$ cat config.mk
export PLATFORM = sky130hd
export DESIGN_NAME = octal_flash_read_features
export DESIGN_NICKNAME = d
export VERILOG_FILES = /design/src/pkg/flash_read_pkg.sv /design/src/octal_flash_read_features.sv
export SDC_FILE = /design/constraint.sdc
export NUM_CORES = 1
export LEC_CHECK = 0
export ABC_AREA = 1
export BUFFER_PORTS_ARGS = -buffer_cell sky130_fd_sc_hd__buf_4
export CORE_MARGIN = 2
export CORE_UTILIZATION = 54
export DETAILED_ROUTE_END_ITERATION = 8
export HOLD_SLACK_MARGIN = 0.05
export PLACE_DENSITY = 0.76
export SYNTH_ARGS = -nofsm -noshare
export SYNTH_HDL_FRONTEND = slang
export SYNTH_SLANG_ARGS = --single-unit
$ cat constraint.sdc
create_clock -name clk_sys_in -period 5.1 [get_ports clk_sys_in]
set_input_delay 0.255 -clock clk_sys_in [delete_from_list [all_inputs] [get_ports clk_sys_in]]
set_output_delay 0.255 -clock clk_sys_in [all_outputs]
set_load 0.1 [all_outputs]
$ cat src/pkg/flash_read_pkg.sv
/*
 * shared constants and carriers for the octal flash read sequencer.
 * assumes the link pins are sampled by the system clock and that the
 * flash array answers read requests through a valid/ready port.
 */
package flash_read_pkg;
   // instruction bytes
   localparam logic [7:0] OCT_SR_READ_CMD = 8'hec;
   localparam logic [7:0] OCT_DR_READ_CMD = 8'hee;
   localparam logic [7:0] WRAP_SET_CMD = 8'hc0;
   localparam logic [7:0] SOFT_RESET_CMD = 8'h99;
   // wrap byte decoding
   localparam logic [3:0] WRAP_OFF_NIBBLE = 4'h1;
   localparam logic [3:0] WRAP_SET_NIBBLE = 4'h0;
   localparam logic [1:0] WRAP_CODE_16 = 2'h1;
   localparam logic [1:0] WRAP_CODE_64 = 2'h3;
   localparam int WRAP_SHIFT_BASE = 3;
   // boot configuration fields and reset value
   localparam int BOOT_EN_N_BIT = 0;
   localparam int BOOT_DLY_LSB = 1;
   localparam int BOOT_ADDR_LSB = 4;
   localparam logic [31:0] BOOT_REG_RESET = 32'hffff_ffff;
   // boot delays in link clock cycles
   localparam logic [5:0] BOOT_DLY_00 = 6'h0b;
   localparam logic [5:0] BOOT_DLY_01 = 6'h0f;
   localparam logic [5:0] BOOT_DLY_10 = 6'h11;
   localparam logic [5:0] BOOT_DLY_11 = 6'h15;
   localparam logic [5:0] BOOT_DLY_SPI = 6'h0d;
   // read framing and preamble placement, in link beats
   localparam logic [5:0] ADDR_LAST_BEAT = 6'h03;
   localparam logic [5:0] PREAMBLE_BITS = 6'h10;
   localparam logic [5:0] PRE_SR_BEATS = 6'h04;
   localparam logic [5:0] PRE_DR_BEATS = 6'h08;
   // training patterns, values arbitrary
   localparam logic [15:0] PREAMBLE_A = 16'h349a;
   localparam logic [15:0] PREAMBLE_A_LINE3 = 16'h00ff;
   localparam logic [15:0] PREAMBLE_B = 16'h5555;
   localparam int LINE_THREE = 3;

   typedef struct packed {
      logic cs_n;
      logic sclk;
      logic [7:0] io;
   } link_in_t;

   typedef struct packed {
      logic [7:0] io;
      logic [7:0] oe;
   } link_out_t;

   typedef struct packed {
      logic oct_sr_enable;
      logic oct_dr_enable;
      logic preamble_enable;
      logic pattern_select;
      logic [4:0] dummy_cycles;
   } cfg_t;

   typedef enum logic [7:0] {
      ST_IDLE = 8'h01,
      ST_CMD = 8'h02,
      ST_WRAP = 8'h04,
      ST_ADDR = 8'h08,
      ST_DUMMY = 8'h10,
      ST_BOOT = 8'h20,
      ST_DATA = 8'h40,
      ST_SKIP = 8'h80
   } state_t;
endpackage

$ cat src/octal_flash_read_features.sv
/*
 * read-side sequencer of an octal serial flash: octal single and double
 * rate reads, preamble training, wrap bursts and fast boot.
 * assumes link pins arrive asynchronously (sclk well below clk_sys_in/4),
 * an array port that answers each request once, a power of two buffer.
 */
`timescale 1ns/1ps

// Summary of operation
// - busy write cycle rejects single-rate octal read
// - busy write cycle rejects double-rate octal read
// - sixteen-bit preamble, switched by preamble enable
// - preamble fills dummy cycles after pre-drive
// - pattern select chooses one of two patterns
// - line three differs when pattern select clear
// - single-rate: twenty dummies full, fewer truncate
// - double-rate: twelve dummies carry full preamble
// - wrap byte: 1/2/3 give 16/32/64, 1x off
// - wrap unit sits inside current page
// - wrap off by default, kept until reset
// - bursts only in single-rate octal reads
// - fast boot reads automatically after any reset
// - boot data from start address, cs ends it
// - single-line boot delay is always thirteen
// - boot enable bit low enables fast boot
// - boot address bits 31..4, sixteen-byte aligned
module octal_flash_read_features
   import flash_read_pkg::*;
#(
   parameter int BUF_DEPTH = 2
) (
   input wire logic clk_sys_in,
   input wire logic reset_in,
   input wire link_in_t link_pins_in,
   output link_out_t link_pins_out,
   input wire cfg_t cfg_in,
   input wire logic program_busy_in,
   input wire logic [31:0] boot_configuration_in,
   output logic mem_req_valid_out,
   input wire logic mem_req_ready_in,
   output logic [31:0] mem_addr_out,
   input wire logic mem_rsp_valid_in,
   input wire logic [7:0] mem_rsp_data_in,
   output logic mem_rsp_ready_out,
   output logic cmd_reject_out,
   output logic wrap_enable_out,
   output logic boot_pending_out
);
   localparam int PTR_W = (BUF_DEPTH > 1) ? $clog2(BUF_DEPTH) : 1;
   localparam logic [PTR_W:0] BUF_FULL = (PTR_W + 1)'(BUF_DEPTH);

   state_t state_q;
   logic cs_s1_q, cs_s2_q, cs_s3_q;
   logic sclk_s1_q, sclk_s2_q, sclk_s3_q;
   logic [7:0] io_s1_q, io_s2_q;
   logic [7:0] shift_q;
   logic [2:0] bit_q;
   logic [5:0] cnt_q;
   logic [31:0] addr_q;
   logic rd_dr_q, sr_read_q, boot_frame_q, boot_armed_q;
   logic wrap_en_q;
   logic [1:0] wrap_code_q;
   logic reject_q;
   logic outst_q;
   logic [7:0] io_q, oe_q;
   logic [7:0] buf_q [BUF_DEPTH];
   logic [PTR_W-1:0] wr_ptr_q, rd_ptr_q;
   logic [PTR_W:0] buf_cnt_q;
   logic sclk_rise, sclk_fall, frame_start, dr_mode, octal;
   logic in_beat, out_beat, rx_phase, in_done;
   logic [7:0] in_byte, head;
   logic [5:0] dummy_beats, pre_start, pre_idx, boot_delay;
   logic pre_window, push, pop, req_fire, flush;

   // boot delay selection for octal protocols
   function automatic logic [5:0] boot_dly_of(input logic [1:0] code);
      case (code)
         2'h0: boot_dly_of = BOOT_DLY_00;
         2'h1: boot_dly_of = BOOT_DLY_01;
         2'h2: boot_dly_of = BOOT_DLY_10;
         default: boot_dly_of = BOOT_DLY_11;
      endcase
   endfunction

   // next fetch address, wrapping inside the burst unit if asked
   function automatic logic [31:0] next_addr(input logic [31:0] a,
                                             input logic wrap,
                                             input logic [1:0] code);
      logic [31:0] m;
      logic [31:0] inc;
      m = (32'h1 << (32'(code) + WRAP_SHIFT_BASE)) - 32'h1;
      inc = a + 32'h1;
      if (wrap) begin
         next_addr = (a & ~m) | (inc & m);
      end else begin
         next_addr = inc;
      end
   endfunction

   // preamble word on all eight lines for one bit position
   function automatic logic [7:0] preamble_of(input logic [5:0] idx,
                                              input logic sel);
      logic [3:0] b;
      b = 4'hf - idx[3:0];
      if (sel) begin
         preamble_of = {8{PREAMBLE_B[b]}};
      end else begin
         preamble_of = {8{PREAMBLE_A[b]}};
         preamble_of[LINE_THREE] = PREAMBLE_A_LINE3[b];
      end
   endfunction

   // two-flop synchronisers for the link pins
   always_ff @(posedge clk_sys_in) begin
      cs_s1_q <= link_pins_in.cs_n;
      cs_s2_q <= cs_s1_q;
      cs_s3_q <= cs_s2_q;
      sclk_s1_q <= link_pins_in.sclk;
      sclk_s2_q <= sclk_s1_q;
      sclk_s3_q <= sclk_s2_q;
      io_s1_q <= link_pins_in.io;
      io_s2_q <= io_s1_q;
   end

   // link edges and beats
   assign sclk_rise = sclk_s2_q & ~sclk_s3_q;
   assign sclk_fall = ~sclk_s2_q & sclk_s3_q;
   assign frame_start = ~cs_s2_q & cs_s3_q;
   assign dr_mode = cfg_in.oct_dr_enable;
   assign octal = cfg_in.oct_dr_enable | cfg_in.oct_sr_enable;
   assign in_beat = sclk_rise | (dr_mode & sclk_fall);
   assign out_beat = sclk_fall | (dr_mode & sclk_rise);
   assign rx_phase = (state_q == ST_CMD) | (state_q == ST_WRAP)
                     | (state_q == ST_ADDR);
   assign in_done = in_beat & rx_phase & (octal | (bit_q == 3'h7));
   assign in_byte = octal ? io_s2_q : {shift_q[6:0], io_s2_q[0]};

   // dummy length and preamble window
   assign dummy_beats = dr_mode ? {cfg_in.dummy_cycles, 1'b0}
                                : {1'b0, cfg_in.dummy_cycles};
   assign pre_start = dr_mode ? PRE_DR_BEATS : PRE_SR_BEATS;
   assign pre_idx = cnt_q - pre_start;
   assign pre_window = (cnt_q >= pre_start) & (pre_idx < PREAMBLE_BITS);
   assign boot_delay = octal
      ? boot_dly_of(boot_configuration_in[BOOT_DLY_LSB +: 2])
      : BOOT_DLY_SPI;

   // serial bit counter and command shifter for single-line mode
   always_ff @(posedge clk_sys_in) begin
      if (reset_in || frame_start) begin
         bit_q <= 3'h0;
      end else if (!octal && ((in_beat && rx_phase)
                   || (out_beat && state_q == ST_DATA))) begin
         bit_q <= bit_q + 3'h1;
      end
   end

   always_ff @(posedge clk_sys_in) begin
      if (reset_in) begin
         shift_q <= 8'h00;
      end else if (in_beat && rx_phase && !octal) begin
         shift_q <= {shift_q[6:0], io_s2_q[0]};
      end
   end

   // frame sequencer
   always_ff @(posedge clk_sys_in) begin
      reject_q <= 1'b0;
      if (reset_in || cs_s2_q) begin
         state_q <= ST_IDLE;
         cnt_q <= 6'h00;
         if (reset_in) begin
            rd_dr_q <= 1'b0;
            sr_read_q <= 1'b0;
         end
      end else begin
         case (state_q)
            ST_IDLE: begin
               cnt_q <= 6'h00;
               if (frame_start) begin
                  state_q <= boot_armed_q ? ST_BOOT : ST_CMD;
                  rd_dr_q <= boot_armed_q & dr_mode;
                  sr_read_q <= 1'b0;
               end
            end
            ST_CMD: begin
               if (in_done) begin
                  state_q <= ST_SKIP;
                  if (in_byte == OCT_SR_READ_CMD && !dr_mode && octal) begin
                     reject_q <= program_busy_in;
                     sr_read_q <= 1'b1;
                     if (!program_busy_in) state_q <= ST_ADDR;
                  end else if (in_byte == OCT_DR_READ_CMD && dr_mode) begin
                     reject_q <= program_busy_in;
                     rd_dr_q <= 1'b1;
                     if (!program_busy_in) state_q <= ST_ADDR;
                  end else if (in_byte == WRAP_SET_CMD) begin
                     state_q <= ST_WRAP;
                  end
               end
            end
            ST_WRAP: begin
               if (in_done) state_q <= ST_SKIP;
            end
            ST_ADDR: begin
               if (in_done) begin
                  cnt_q <= cnt_q + 6'h01;
                  if (cnt_q == ADDR_LAST_BEAT) begin
                     state_q <= ST_DUMMY;
                     cnt_q <= 6'h00;
                  end
               end
            end
            ST_DUMMY: begin
               if (cnt_q >= dummy_beats) begin
                  state_q <= ST_DATA;
               end else if (in_beat) begin
                  cnt_q <= cnt_q + 6'h01;
               end
            end
            ST_BOOT: begin
               if (cnt_q >= boot_delay) begin
                  state_q <= ST_DATA;
               end else if (sclk_rise) begin
                  cnt_q <= cnt_q + 6'h01;
               end
            end
            ST_DATA: state_q <= ST_DATA;
            ST_SKIP: state_q <= ST_SKIP;
            default: state_q <= ST_IDLE;
         endcase
      end
   end

   // boot arming: caught at reset or reset command, dropped after boot
   always_ff @(posedge clk_sys_in) begin
      if (reset_in) begin
         boot_armed_q <= ~boot_configuration_in[BOOT_EN_N_BIT];
         boot_frame_q <= 1'b0;
      end else if (state_q == ST_CMD && in_done
                   && in_byte == SOFT_RESET_CMD) begin
         boot_armed_q <= ~boot_configuration_in[BOOT_EN_N_BIT];
      end else if (state_q == ST_IDLE && frame_start && boot_armed_q) begin
         boot_frame_q <= 1'b1;
      end else if (boot_frame_q && cs_s2_q) begin
         boot_armed_q <= 1'b0;
         boot_frame_q <= 1'b0;
      end
   end

   // wrap setting, cleared by any reset
   always_ff @(posedge clk_sys_in) begin
      if (reset_in) begin
         wrap_en_q <= 1'b0;
         wrap_code_q <= WRAP_CODE_16;
      end else if (state_q == ST_CMD && in_done
                   && in_byte == SOFT_RESET_CMD) begin
         wrap_en_q <= 1'b0;
      end else if (state_q == ST_WRAP && in_done) begin
         if (in_byte[7:4] == WRAP_OFF_NIBBLE) begin
            wrap_en_q <= 1'b0;
         end else if (in_byte[7:4] == WRAP_SET_NIBBLE
                      && in_byte[3:0] != 4'h0
                      && in_byte[3:0] <= {2'h0, WRAP_CODE_64}) begin
            wrap_en_q <= 1'b1;
            wrap_code_q <= in_byte[1:0];
         end
      end
   end

   // fetch address: start address, then stepped per request
   assign req_fire = mem_req_valid_out & mem_req_ready_in;
   always_ff @(posedge clk_sys_in) begin
      if (reset_in) begin
         addr_q <= 32'h0;
      end else if (state_q == ST_IDLE && frame_start && boot_armed_q) begin
         addr_q <= {boot_configuration_in[31:BOOT_ADDR_LSB], 4'h0};
      end else if (state_q == ST_ADDR && in_done) begin
         addr_q <= {addr_q[23:0], in_byte};
      end else if (req_fire) begin
         addr_q <= next_addr(addr_q, wrap_en_q & sr_read_q, wrap_code_q);
      end
   end

   // array request port, one request in flight
   assign mem_req_valid_out = ((state_q == ST_DUMMY) | (state_q == ST_BOOT)
                              | (state_q == ST_DATA)) & ~outst_q
                              & (buf_cnt_q < BUF_FULL);
   assign mem_addr_out = addr_q;
   always_ff @(posedge clk_sys_in) begin
      if (reset_in) begin
         outst_q <= 1'b0;
      end else if (req_fire) begin
         outst_q <= 1'b1;
      end else if (push) begin
         outst_q <= 1'b0;
      end
   end

   // two-entry data buffer between array and link
   assign flush = (state_q == ST_IDLE);
   assign mem_rsp_ready_out = (buf_cnt_q < BUF_FULL);
   assign push = mem_rsp_valid_in & mem_rsp_ready_out;
   assign head = buf_q[rd_ptr_q];
   assign pop = out_beat & (state_q == ST_DATA) & (buf_cnt_q != '0)
                & (octal | (bit_q == 3'h7));
   always_ff @(posedge clk_sys_in) begin
      if (reset_in || flush) begin
         wr_ptr_q <= '0;
         rd_ptr_q <= '0;
         buf_cnt_q <= '0;
      end else begin
         if (push) begin
            buf_q[wr_ptr_q] <= mem_rsp_data_in;
            wr_ptr_q <= wr_ptr_q + 1'b1;
         end
         if (pop) rd_ptr_q <= rd_ptr_q + 1'b1;
         buf_cnt_q <= buf_cnt_q + (push ? 1'b1 : 1'b0)
                      - (pop ? 1'b1 : 1'b0);
      end
   end

   // pin drivers: preamble in dummy, data in data phase
   always_ff @(posedge clk_sys_in) begin
      if (reset_in || cs_s2_q) begin
         io_q <= 8'h00;
         oe_q <= 8'h00;
      end else if (state_q == ST_DATA) begin
         if (out_beat && buf_cnt_q != '0) begin
            if (octal) begin
               io_q <= head;
               oe_q <= 8'hff;
            end else begin
               io_q <= {6'h00, head[3'h7 - bit_q], 1'b0};
               oe_q <= 8'h02;
            end
         end
      end else if (state_q == ST_DUMMY && cfg_in.preamble_enable
                   && octal) begin
         if (out_beat) begin
            oe_q <= 8'hff;
            io_q <= pre_window
                    ? preamble_of(pre_idx, cfg_in.pattern_select)
                    : 8'h00;
         end
      end else begin
         oe_q <= 8'h00;
      end
   end

   assign link_pins_out.io = io_q;
   assign link_pins_out.oe = oe_q;
   assign cmd_reject_out = reject_q;
   assign wrap_enable_out = wrap_en_q;
   assign boot_pending_out = boot_armed_q;

   // checks
   AST_WRAP_DEFAULT: assert property (@(posedge clk_sys_in)
      $past(reset_in) |-> !wrap_en_q)
      else $error("wrap not off after reset");
   AST_REJECT_SR: assert property (@(posedge clk_sys_in)
      disable iff (reset_in)
      state_q == ST_CMD && in_done && in_byte == OCT_SR_READ_CMD
      && program_busy_in && !cs_s2_q
      |=> state_q == ST_SKIP && reject_q == (octal && !dr_mode))
      else $error("single-rate read taken while busy");
   AST_REJECT_DR: assert property (@(posedge clk_sys_in)
      disable iff (reset_in)
      state_q == ST_CMD && in_done && in_byte == OCT_DR_READ_CMD
      && program_busy_in && !cs_s2_q
      |=> state_q != ST_ADDR && reject_q == dr_mode)
      else $error("double-rate read taken while busy");
   AST_BOOT_START: assert property (@(posedge clk_sys_in)
      disable iff (reset_in)
      state_q == ST_IDLE && frame_start && boot_armed_q && !cs_s2_q
      |=> state_q == ST_BOOT && addr_q[3:0] == 4'h0)
      else $error("fast boot did not start");
   AST_NORMAL_CMD: assert property (@(posedge clk_sys_in)
      disable iff (reset_in)
      state_q == ST_IDLE && frame_start && !boot_armed_q
      |=> state_q == ST_CMD)
      else $error("command phase not entered");
   AST_SPI_DELAY: assert property (@(posedge clk_sys_in)
      disable iff (reset_in)
      state_q == ST_BOOT && !octal && !cs_s2_q
      |=> (state_q == ST_DATA) == ($past(cnt_q) >= 6'h0d))
      else $error("single-line boot delay not thirteen");
   AST_BOOT_DELAY_END: assert property (@(posedge clk_sys_in)
      disable iff (reset_in)
      state_q == ST_BOOT && cnt_q < boot_delay && !cs_s2_q
      |=> state_q != ST_DATA)
      else $error("boot data before delay elapsed");
   AST_WRAP_SET: assert property (@(posedge clk_sys_in)
      disable iff (reset_in)
      state_q == ST_WRAP && in_done && in_byte == 8'h02 && !cs_s2_q
      |=> wrap_en_q && wrap_code_q == 2'h2)
      else $error("wrap byte not decoded");
   AST_DR_LINEAR: assert property (@(posedge clk_sys_in)
      disable iff (reset_in)
      req_fire && rd_dr_q && state_q != ST_IDLE
      |=> addr_q == $past(addr_q) + 32'h1)
      else $error("double-rate read wrapped");
   AST_PRE_OFF: assert property (@(posedge clk_sys_in)
      disable iff (reset_in)
      state_q == ST_DUMMY && !cfg_in.preamble_enable
      ##1 state_q == ST_DUMMY |-> oe_q == 8'h00)
      else $error("preamble driven while disabled");
   AST_PRE_SAME: assert property (@(posedge clk_sys_in)
      disable iff (reset_in)
      state_q == ST_DUMMY && cfg_in.pattern_select && oe_q == 8'hff
      |-> io_q == 8'h00 || io_q == 8'hff)
      else $error("lines differ with pattern select set");

   COV_BOOT: cover property (@(posedge clk_sys_in)
      state_q == ST_BOOT ##[1:300] pop);
   COV_SR_READ: cover property (@(posedge clk_sys_in)
      sr_read_q && pop);
   COV_DR_READ: cover property (@(posedge clk_sys_in)
      rd_dr_q && state_q == ST_DATA && pop);
   COV_WRAP_BURST: cover property (@(posedge clk_sys_in)
      wrap_en_q && sr_read_q && req_fire);
endmodule

==> results of run 1 <==
[cells in the mapped netlist (7+ instances only)]
library cell | number | area share [%]
a21oi_1 | 73 | 4.9
buf_2 | 9 | 0.60
buf_4 | 11 | 1.1
clkbuf_1 | 9 | 0.45
dfxtp_1 | 99 | 26
edfxtp_1 | 18 | 7.2
ha_1 | 24 | 4.0
inv_1 | 132 | 6.6
nand2_1 | 328 | 16
nand2_2 | 7 | 0.58
nand3_1 | 103 | 6.9
nand3b_1 | 14 | 1.4
nand4_1 | 14 | 1.2
nor2_1 | 126 | 6.3
o211ai_1 | 7 | 0.70
o21ai_0 | 52 | 3.5
or2_0 | 7 | 0.58
or2_2 | 19 | 1.6
xor2_1 | 12 | 1.4
[cells by family (layout without fill, tap and decap cells)]
group,after synthesis,in the layout,share of synthesized area (%)
xor gates and xnor gates,14,14,1.630
muxes,4,4,0.5323
and+or+nand+nor,646,646,38.52
other,2,4,0.09984
adders and majority gates,25,25,4.258
AOI/OAI and AO/OA,157,157,11.53
buffers and inverters,174,302,9.897
DFF,117,117,33.53
[area by class of cell]
cell class / count / area share (%)
flip-flops and latches: 117 / 27.62
repair buffers: 133 / 11.43
well taps: 180 / 2.466
multi-input cells: 850 / 46.68
clock inverters: 12 / 1.123
inverters: 137 / 5.631
clock buffers: 20 / 5.055
[stage by stage]
step | power [W] | std cells | util, % | hold WS [ps] | setup WS (ps)
6_report | 0.002669 | 1449 | 66.57 | 110.0 | 2172
5_1_grt | 0.002772 | 1449 | 66.57 | 115.6 | 1923
4_1_cts | 0.002673 | 1449 | 66.57 | 95.58 | 2256
3_5_place_dp | 0.001517 | 1399 | 61.14 | 313.6 | 2292
3_3_place_gp | 0.001511 | 1399 | 61.14 | 309.9 | 2333
2_1_floorplan | 0.001388 | 1141 | - | 282.7 | 2542
[routing by layer]
layer,vias to the layer above,wire length (um),GRT usage [%]
met5,-,0,0
met4,0,411,9.770
met3,34,1633,5.103
met2,340,9357,45.15
met1,3438,9274,39.36
li1,3904,-,-
[worst min-delay path: cells and delay by family]
family	cells	cell delay (ps)
buf+inv	1	120
simple gates	2	110
[worst max path at each step]
stage,cells after the start,slack (ps),startpoint,end
3_3_place_gp,9,2330,state_q[3],flip-flop
6_report,9,2170,state_q[3],flip-flop
4_1_cts,9,2260,state_q[3],flip-flop
3_5_place_dp,9,2290,state_q[2],flip-flop
5_1_grt,9,1920,state_q[3],flip-flop
2_1_floorplan,12,2540,flip-flop,flip-flop
[power groups by stage]
stage / Sequential (W) / Clock (W) / Combinational [W]
after floorplan: 0.00112 / 0 / 0.000268
after global placement: 0.00104 / 0 / 0.000473
after detailed placement: 0.00104 / 0 / 0.000478
after CTS: 0.00102 / 0.00116 / 0.000491
after global routing: 0.00103 / 0.00120 / 0.000544
final: 0.00102 / 0.00115 / 0.000497
==> impl_metrics.py, run 1 <==
metrics = {
    "setup_path": {
        "path_class": "reg2reg",
        "r2r_slack_ps": 2170,
        "critPathBufInv": 2,
        "cpPeakStageDelay_ps": 780,
        "crit_path_end_kind": "flip-flop",
        "path_delay_family": "simple AND/OR/NAND/NOR gates",
        "reg2reg_from": "state_q[3]",
        "cp-start-kind": "flip-flop",
        "path_cells": "nor2_1 -> nand3_1 -> nor2_2 -> nand3_2 -> inv_1 -> nand2_1 -> nand2_1 -> inv_1 -> a21oi_1",
        "crit_fanout": 45,
        "crit_required_ps": 5450,
        "worstPathArrival_ps": 3280,
        "slowest_stage": "nand3_2",
        "r2r_cells": 9,
    },
    "drt": {
        "drt_wl_total_mm": 20.68,
        "drt_first_pass_iters": 6,
        "via_per_inst": 5.325,
        "route.detailed.drc": 0,
        "vias": 7716,
        "first_iter_violations": 690,
        "avgRoutedWirePerCell_um": 14.27,
        "ant_nets": 0,
    },
    "min_path": {
        "whs_endpoint": "cmd_reject_out",
        "holdCritPathClass": "in2reg",
        "hold_path_depth": 3,
        "min_from": "program_busy_in",
    },
    "synth": {
        "synth_ff_type": "dfxtp_1",
        "syn_inst": 1139,
        "avgSynthCellArea_um2": 6.604,
        "ys_types": 49,
        "ys_ff_latch": 117,
        "synth-edff-count": 18,
        "synth_area_um2": 7522,
        "ys_warn_count": 0,
        "seq_area_frac_synth_pct": 33.53,
        "synthArstFlopShare_pct": 0,
    },
    "floorplan": {
        "rows": 43,
        "die_y_um": 122.0,
        "coreArea_um2": 13720,
        "die-area_um2": 14890,
        "start_util_pct": 54.83,
        "io_pins": 117,
        "die_w_um": 122.0,
    },
    "timing": {
        "slew-limit-headroom_pct": 23.91,
        "hold_viol_final": 0,
        "fmax_ghz": 0.3415,
        "finalClockSkew_ps": 11.30,
        "worstMarginPinSlew_ps": 1133,
        "grt_setup_unrepaired": "no",
        "maxSlewViolCount": 0,
        "setup_viol": 0,
        "min_period_ps": 2928,
        "period_share_pct": 57.41,
        "tns_ps": 0,
    },
    "layout": {
        "final_common_cell": "nand2_1",
        "nNetsFinal": 1345,
        "multi_input_area_um2": 4263,
        "syn_to_final_growth_pct": 21.41,
        "postLayoutCellArea_um2": 9133,
        "fillCellCount": 1267,
        "layout_common_cells": "nand2_1 (328), inv_1 (132), nor2_1 (126), buf_4 (115), nand3_1 (103)",
        "drive_gt1_share_pct": 15.84,
        "ff_latch_area_um2": 2522,
        "antenna_cells": 0,
    },
    "clock_tree": {
        "cts.clk_slew.worst_paths_ps": 60,
        "cts_hold_buf": 18,
        "cts_sinks": 117,
        "htreeDepth": 4,
        "post_cts_resized": 0,
        "root_buffer": "clkbuf_16",
        "cts_buffers": 17,
        "clk_latency_ps": 420,
        "cts_buffer_depth": 2,
        "cts_setup_buffers": 0,
        "cts_tree": "yes",
    },
    "power": {
        "power.density_nw_per_um2": 292.3,
        "swShare_pct": 31.11,
        "leakage_nw": 4.212,
        "ir_drop_mv": 0.2203,
        "p_int_w": 0.001839,
        "p_clk_share_pct": 43.1,
        "pwr-share-comb_pct": 18.6,
        "pwr-share-seq_pct": 38.3,
        "power.switching_w": 0.0008303,
    },
    "global_routing": {
        "grt_max_degree": 46,
        "gr-total-overflow": 0,
        "grt_antenna_before_repair": 0,
        "track_usage_pct": 28.56,
        "grt_pass1_wl_mm": 33.31,
        "grt_pass1_vias": 6771,
    },
    "place": {
        "port_buffers": 115,
        "place_congestion": 0.9321,
        "dpl_cell_area_um2": 8388,
        "dp_hpwl_mm": 14.71,
    },
    "status": {
        "status": "finished, final reports clean",
    },
    "job": {
        "cap_violations": 0,
    },
}
(Power assumes the default switching activity.)
==> inputs of run 2 (changes only) <==
--- a/config.mk
+++ b/config.mk
@@ -8,10 +8,10 @@
 export ABC_AREA = 1
 export BUFFER_PORTS_ARGS = -buffer_cell sky130_fd_sc_hd__buf_4
 export CORE_MARGIN = 2
-export CORE_UTILIZATION = 54
+export CORE_UTILIZATION = 52
 export DETAILED_ROUTE_END_ITERATION = 8
 export HOLD_SLACK_MARGIN = 0.05
-export PLACE_DENSITY = 0.76
+export PLACE_DENSITY = 0.77
 export SYNTH_ARGS = -nofsm -noshare
 export SYNTH_HDL_FRONTEND = slang
 export SYNTH_SLANG_ARGS = --single-unit
==> constraint.sdc (replaced) <==
create_clock -name clk_sys_in -period 2.65 [get_ports clk_sys_in]
set_input_delay 0.1325 -clock clk_sys_in [delete_from_list [all_inputs] [get_ports clk_sys_in]]
set_output_delay 0.1325 -clock clk_sys_in [all_outputs]
set_load 0.1 [all_outputs]
==> run 2 against run 1 <==
Net effect: critical path depth up 1; total power increased by 100%; non-clock buffer count rose by 19; hold slack worse by 55 ps; fmax is 32% higher; sequential power increased by 93%; largest cell class unchanged.
==> impl_metrics.py, run 2 (synthesis gave the netlist of run 1 again) <==
metrics = {
    "status": {
        "status": "finished, final reports clean",
    },
    "drt": {
        "drt_wl_total_mm": 20.96,
        "drt_first_pass_iters": 6,
        "via_per_inst": 5.329,
        "avgRoutedWirePerCell_um": 14.28,
        "route.detailed.drc": 0,
        "first_iter_violations": 608,
        "vias": 7823,
        "ant_nets": 0,
    },
    "setup_path": {
        "path_class": "reg2reg",
        "crit_required_ps": 2960,
        "crit_fanout": 23,
        "crit_path_end_kind": "flip-flop",
        "worstPathArrival_ps": 2520,
        "cp-start-kind": "flip-flop",
    },
    "layout": {
        "syn_to_final_growth_pct": 24.38,
        "final_common_cell": "nand2_1",
        "antenna_cells": 0,
        "fillCellCount": 1246,
        "nNetsFinal": 1364,
        "drive_gt1_share_pct": 16.30,
        "layout_common_cells": "nand2_1 (328), inv_1 (132), nor2_1 (126), buf_4 (126), nand3_1 (103)",
        "finalNonFillerCells": 1468,
    },
    "timing": {
        "whs_ps": 55.38,
        "hold_viol_final": 0,
        "grt_setup_unrepaired": "no",
        "fin_ws_ps": 436.6,
        "min_period_ps": 2213,
        "slew-limit-headroom_pct": 25.44,
        "period_share_pct": 83.52,
        "worstMarginPinSlew_ps": 1110,
        "fmax_ghz": 0.4518,
        "finalClockSkew_ps": 4.085,
        "maxSlewViolCount": 0,
        "tns_ps": 0,
        "setup_viol": 0,
    },
    "clock_tree": {
        "cts_sinks": 117,
        "cts.clk_slew.worst_paths_ps": 50,
        "cts_buffers": 17,
        "cts_buffer_depth": 2,
        "clk_latency_ps": 420,
        "cts_tree": "yes",
        "htreeDepth": 4,
        "root_buffer": "clkbuf_16",
    },
    "global_routing": {
        "grt_antenna_before_repair": 0,
        "grt_pass1_vias": 7087,
        "grt_max_degree": 32,
        "grt_pass1_wl_mm": 34.55,
        "track_usage_pct": 27.12,
        "gr-total-overflow": 0,
    },
    "place": {
        "port_buffers": 115,
        "placedCellCount": 1411,
        "preCtsSetupSlack_ps": 498.0,
        "dp_hpwl_mm": 15.19,
        "place_congestion": 0.9123,
    },
    "power": {
        "power.density_nw_per_um2": 571.2,
        "pwr-share-seq_pct": 36.8,
        "pwr-share-comb_pct": 18.2,
        "ir_drop_mv": 0.5936,
        "p_int_w": 0.003778,
        "swShare_pct": 29.32,
        "p_clk_share_pct": 45.0,
        "leakage_nw": 4.317,
        "power.switching_w": 0.001567,
    },
    "min_path": {
        "holdCritPathClass": "in2reg",
    },
    "floorplan": {
        "start_util_pct": 53.77,
        "io_pins": 117,
        "die-area_um2": 15440,
        "rows": 43,
        "coreArea_um2": 13990,
        "die_w_um": 124.3,
        "die_y_um": 124.3,
    },
    "job": {
        "cap_violations": 0,
    },
}
==> run 2: area by class of cell <==
cell class              count  area (um^2)  share of cell area [%]
multi-input cells         850         4263                   45.56
clock inverters            12        178.9                   1.912
flip-flops and latches    117         2522                   26.96
inverters                 137        514.2                   5.496
well taps                 180        225.2                   2.407
clock buffers              20        436.7                   4.667
repair buffers            152         1216                   13.00
==> run 2: path summary, 6_finish.rpt <==
path                                           startpoint         to  slack [ps]  depth (start not counted)
worst max-delay path                             bit_q[0]  flip-flop         440                         10
worst min-delay path            boot_configuration_in[26]  flip-flop          60                          5
worst max register to register                   bit_q[0]  flip-flop         440                         10
worst min register to register                  sclk_s1_q  sclk_s2_q         320                          0
==> run 2: metal layers <==
layer,up-vias,GRT usage [%],part of all wire (%)
met2,296,43.72,46
met3,41,5.713,7.6
met5,-,0,0
met1,3534,36.43,45
li1,3952,-,-
met4,0,8.658,2.0
==> run 2: what timing repair did <==
item | CTS | global route
resized for setup | 0 | 0
buffers inserted | 0 | 0
hold buffers | 25 | 0
endpoints found under the setup margin | 0 | 0
endpoints found under the hold margin | 34 | 0
==> run 2: per-stage QoR <==
stage,utilization [%],cell area (um^2),total power [W]
5_1_grt,66.89,9356,0.005558
3_3_place_gp,60.70,8491,0.002915
2_1_floorplan,-,7530,0.002672
4_1_cts,66.89,9356,0.005360
3_5_place_dp,60.70,8491,0.002929
6_report,66.89,9356,0.005344
==> run 2: worst max-delay path, stage by stage (launching register included) <==
cell     delay [ps]
dfxtp_1         380
ha_1            240
ha_1            180
inv_1            50
nand2_1         160
nand4_4         230
nand2_1          90
inv_2           330
nand2_1         190
o21ai_0         190
nor2_1           60
==> run 2: power by group through the flow <==
stage / Sequential, W / Clock, W / Combinational [W]
finish: 0.00197 / 0.00240 / 0.000975
CTS: 0.00196 / 0.00243 / 0.000964
floorplan: 0.00216 / 0 / 0.000515
detailed placement: 0.00200 / 0 / 0.000929
global placement: 0.00200 / 0 / 0.000917
global route: 0.00197 / 0.00252 / 0.00107
==> inputs of run 3 (changes only) <==
--- a/config.mk
+++ b/config.mk
@@ -5,10 +5,10 @@
 export SDC_FILE = /design/constraint.sdc
 export NUM_CORES = 1
 export LEC_CHECK = 0
-export ABC_AREA = 1
+export ABC_AREA = 0
 export BUFFER_PORTS_ARGS = -buffer_cell sky130_fd_sc_hd__buf_4
 export CORE_MARGIN = 2
-export CORE_UTILIZATION = 52
+export CORE_UTILIZATION = 54
 export DETAILED_ROUTE_END_ITERATION = 8
 export HOLD_SLACK_MARGIN = 0.05
 export PLACE_DENSITY = 0.77
==> constraint.sdc (replaced) <==
create_clock -name clk_sys_in -period 2.3 [get_ports clk_sys_in]
set_input_delay 0.115 -clock clk_sys_in [delete_from_list [all_inputs] [get_ports clk_sys_in]]
set_output_delay 0.115 -clock clk_sys_in [all_outputs]
set_load 0.1 [all_outputs]
==> run 3 against run 2 <==
Net effect: non-clock buffer count up 80; synthesized area shrank 10%; total power rose by 3.3%; sequential share of layout area is 0.48 points higher; largest power group unchanged; clock-buffer cell count decreased by 3.
==> impl_metrics.py, run 3 <==
metrics = {
    "synth": {
        "synth_area_um2": 6740,
        "synth_common_cells": "dfxtp_1 (99), nor2_1 (74), nand2_1 (56)",
        "synth-edff-count": 18,
        "yosys.area.top_type": "dfxtp_1",
        "seq_area_frac_synth_pct": 37.42,
        "ys_types": 86,
        "synth_ff_type": "dfxtp_1",
        "ys_ff_latch": 117,
        "yosysTopAreaCellShare_pct": 29.40,
        "syn_inst": 758,
        "avgSynthCellArea_um2": 8.892,
        "ys_warn_count": 0,
        "synthArstFlopShare_pct": 0,
        "synth_most_common_cell": "dfxtp_1",
        "yosys-top-cells-area": "dfxtp_1 (29%), edfxtp_1 (8.0%), ha_1 (4.5%)",
    },
    "clock_tree": {
        "cts_sinks": 117,
        "cts_buffers": 17,
        "clk_latency_ps": 430,
        "cts_tree": "yes",
        "htreeDepth": 4,
        "cts.clk_slew.worst_paths_ps": 70,
        "cts_buffer_depth": 2,
        "root_buffer": "clkbuf_16",
    },
    "status": {
        "status": "finished, final reports clean",
    },
    "place": {
        "place_congestion": 0.9483,
        "preCtsSetupSlack_ps": -50.44,
        "port_buffers": 115,
        "dp_hpwl_mm": 16.21,
    },
    "setup_path": {
        "path_cells": "buf_4 -> nor4_4 -> buf_4 -> o2111ai_2 -> nor2_2 -> buf_4 -> nand4_1 -> mux2i_1 -> nand2_1",
        "slowest_stage": "nor4_4",
        "cp-start-kind": "flip-flop",
        "cpPeakStageDelay_ps": 380,
        "critPathBufInv": 3,
        "worstPathArrival_ps": 2620,
        "path_delay_family": "simple AND/OR/NAND/NOR gates",
        "crit_fanout": 5,
        "path_class": "reg2reg",
        "crit_path_end_kind": "flip-flop",
        "cpMostUsedCell": "buf_4",
        "crit_required_ps": 2620,
    },
    "layout": {
        "layout_common_cells": "buf_4 (189), nor2_1 (71), dfxtp_1 (70), nand2_1 (56), dlygate4sd3_1 (38)",
        "drive_gt1_share_pct": 32.07,
        "antenna_cells": 0,
        "fillCellCount": 862,
        "nNetsFinal": 1055,
        "ff_latch_area_um2": 2589,
        "final_common_cell": "buf_4",
        "multi_input_area_um2": 4088,
        "syn_to_final_growth_pct": 39.99,
    },
    "floorplan": {
        "start_util_pct": 55.65,
        "die_y_um": 115.7,
        "io_pins": 117,
        "rows": 40,
        "die-area_um2": 13390,
        "coreArea_um2": 12110,
        "die_w_um": 115.7,
    },
    "power": {
        "ir_drop_mv": 0.8315,
        "power.density_nw_per_um2": 585.3,
        "leakage_nw": 3.875,
    },
    "drt": {
        "drt_wl_total_mm": 23.41,
        "ant_nets": 0,
        "route.detailed.drc": 0,
        "vias": 7127,
        "via_per_inst": 6.214,
        "first_iter_violations": 750,
        "drt_first_pass_iters": 5,
        "avgRoutedWirePerCell_um": 20.41,
    },
    "global_routing": {
        "track_usage_pct": 34.64,
        "grt_antenna_before_repair": 0,
        "grt_pass1_vias": 6799,
        "gr-total-overflow": 0,
        "grt_pass1_wl_mm": 35.49,
        "grt_max_degree": 31,
    },
    "timing": {
        "period_share_pct": 100.0,
        "finalClockSkew_ps": 10.46,
        "min_period_ps": 2300,
        "maxSlewViolCount": 0,
        "tns_ps": 0,
        "hold_viol_final": 0,
        "setup_viol": 0,
        "fmax_ghz": 0.4348,
        "fin_ws_ps": 0.07905,
    },
    "min_path": {
        "holdCritPathClass": "in2reg",
    },
    "job": {
        "cap_violations": 0,
    },
}
==> run 3: cell types whose count changed after synthesis, sizes merged, moves of 15 or more <==
cell / before / now
o21ai: 59 / 31
a21oi: 73 / 39
nor2: 135 / 75
mux2i: 4 / 30
or2: 26 / 2
clkbuf: 10 / 25
nor4: 2 / 20
nand2: 336 / 57
xnor2: 2 / 20
nand3: 111 / 27
nor3: 6 / 33
inv: 137 / 20
==> run 3: layout make-up <==
type                       instances  area share (%)
clock buffer                      17           4.509
multi-input combinational        577           43.32
tap                              168           2.228
timing repair buffer             232           19.94
sequential                       117           27.44
clock inverter                    15           1.684
inverter                          21          0.8752
==> run 3: what timing repair did <==
item                                    4_1_cts  5_1_grt
endpoints found under the hold margin        49        0
endpoints found under the setup margin        2       51
hold buffers                                 38        0
gates resized for setup                       3       30
buffers inserted                              0        2
pin swaps                                     0        7
==> run 3: final timing paths <==
check	cells after the start	slack [ps]	from	end
worst min-delay path	3	60	boot_configuration_in[28]	flip-flop
worst min register to register	0	330	io_s1_q[4]	io_s2_q[4]
worst max register to register	9	0.08	state_q[6]	wrap_code_q[0]
worst max-delay path	9	0.08	state_q[6]	wrap_code_q[0]
==> run 3: cells by family after synthesis <==
logic type	after synthesis	synth area share, %
adder cells (fa/ha/maj)	25	4.752
flip-flops	117	37.42
XOR/XNOR	30	3.898
buffers and inverters	66	4.307
multiplexers	37	5.959
other	2	0.1114
AND/OR/NAND/NOR	309	25.28
AO/OA/AOI/OAI	172	18.27
==> run 3: worst register-to-register path, delay by kind of cell, from the launching register on <==
family	cells	cell delay (ps)
AO/OA/AOI/OAI	1	170
flip-flops	1	340
buffers and inverters	3	530
AND/OR/NAND/NOR	4	900
multiplexers	1	250
==> run 3: where the power goes <==
group          internal (W)  switching (W)
registers           0.00211      0.0000510
clock network       0.00154        0.00113
logic              0.000290       0.000398
==> run 3: metrics by stage <==
step	hold WS (ps)	instance area, um^2	cells	utilization (%)	power, W
after global routing	81.39	9435	1147	77.90	0.005662
after floorplan	142.7	6880	760	-	0.002555
after CTS	55.72	9310	1145	76.87	0.005489
after global placement	219.4	8334	1075	68.81	0.002791
after detailed placement	221.2	8334	1075	68.81	0.002807
final	59.83	9435	1147	77.90	0.005523
==> run 3: metal layers <==
metal  global-route usage [%]  up-vias  wire [um]  part of all wire, %
met2                    53.61      385      10740                   46
li1                         -     3259          -                    -
met5                        0        -          0                    0
met4                    10.87        0        559                  2.4
met3                    9.623       54       2336                   10
met1                    47.31     3429       9782                   42
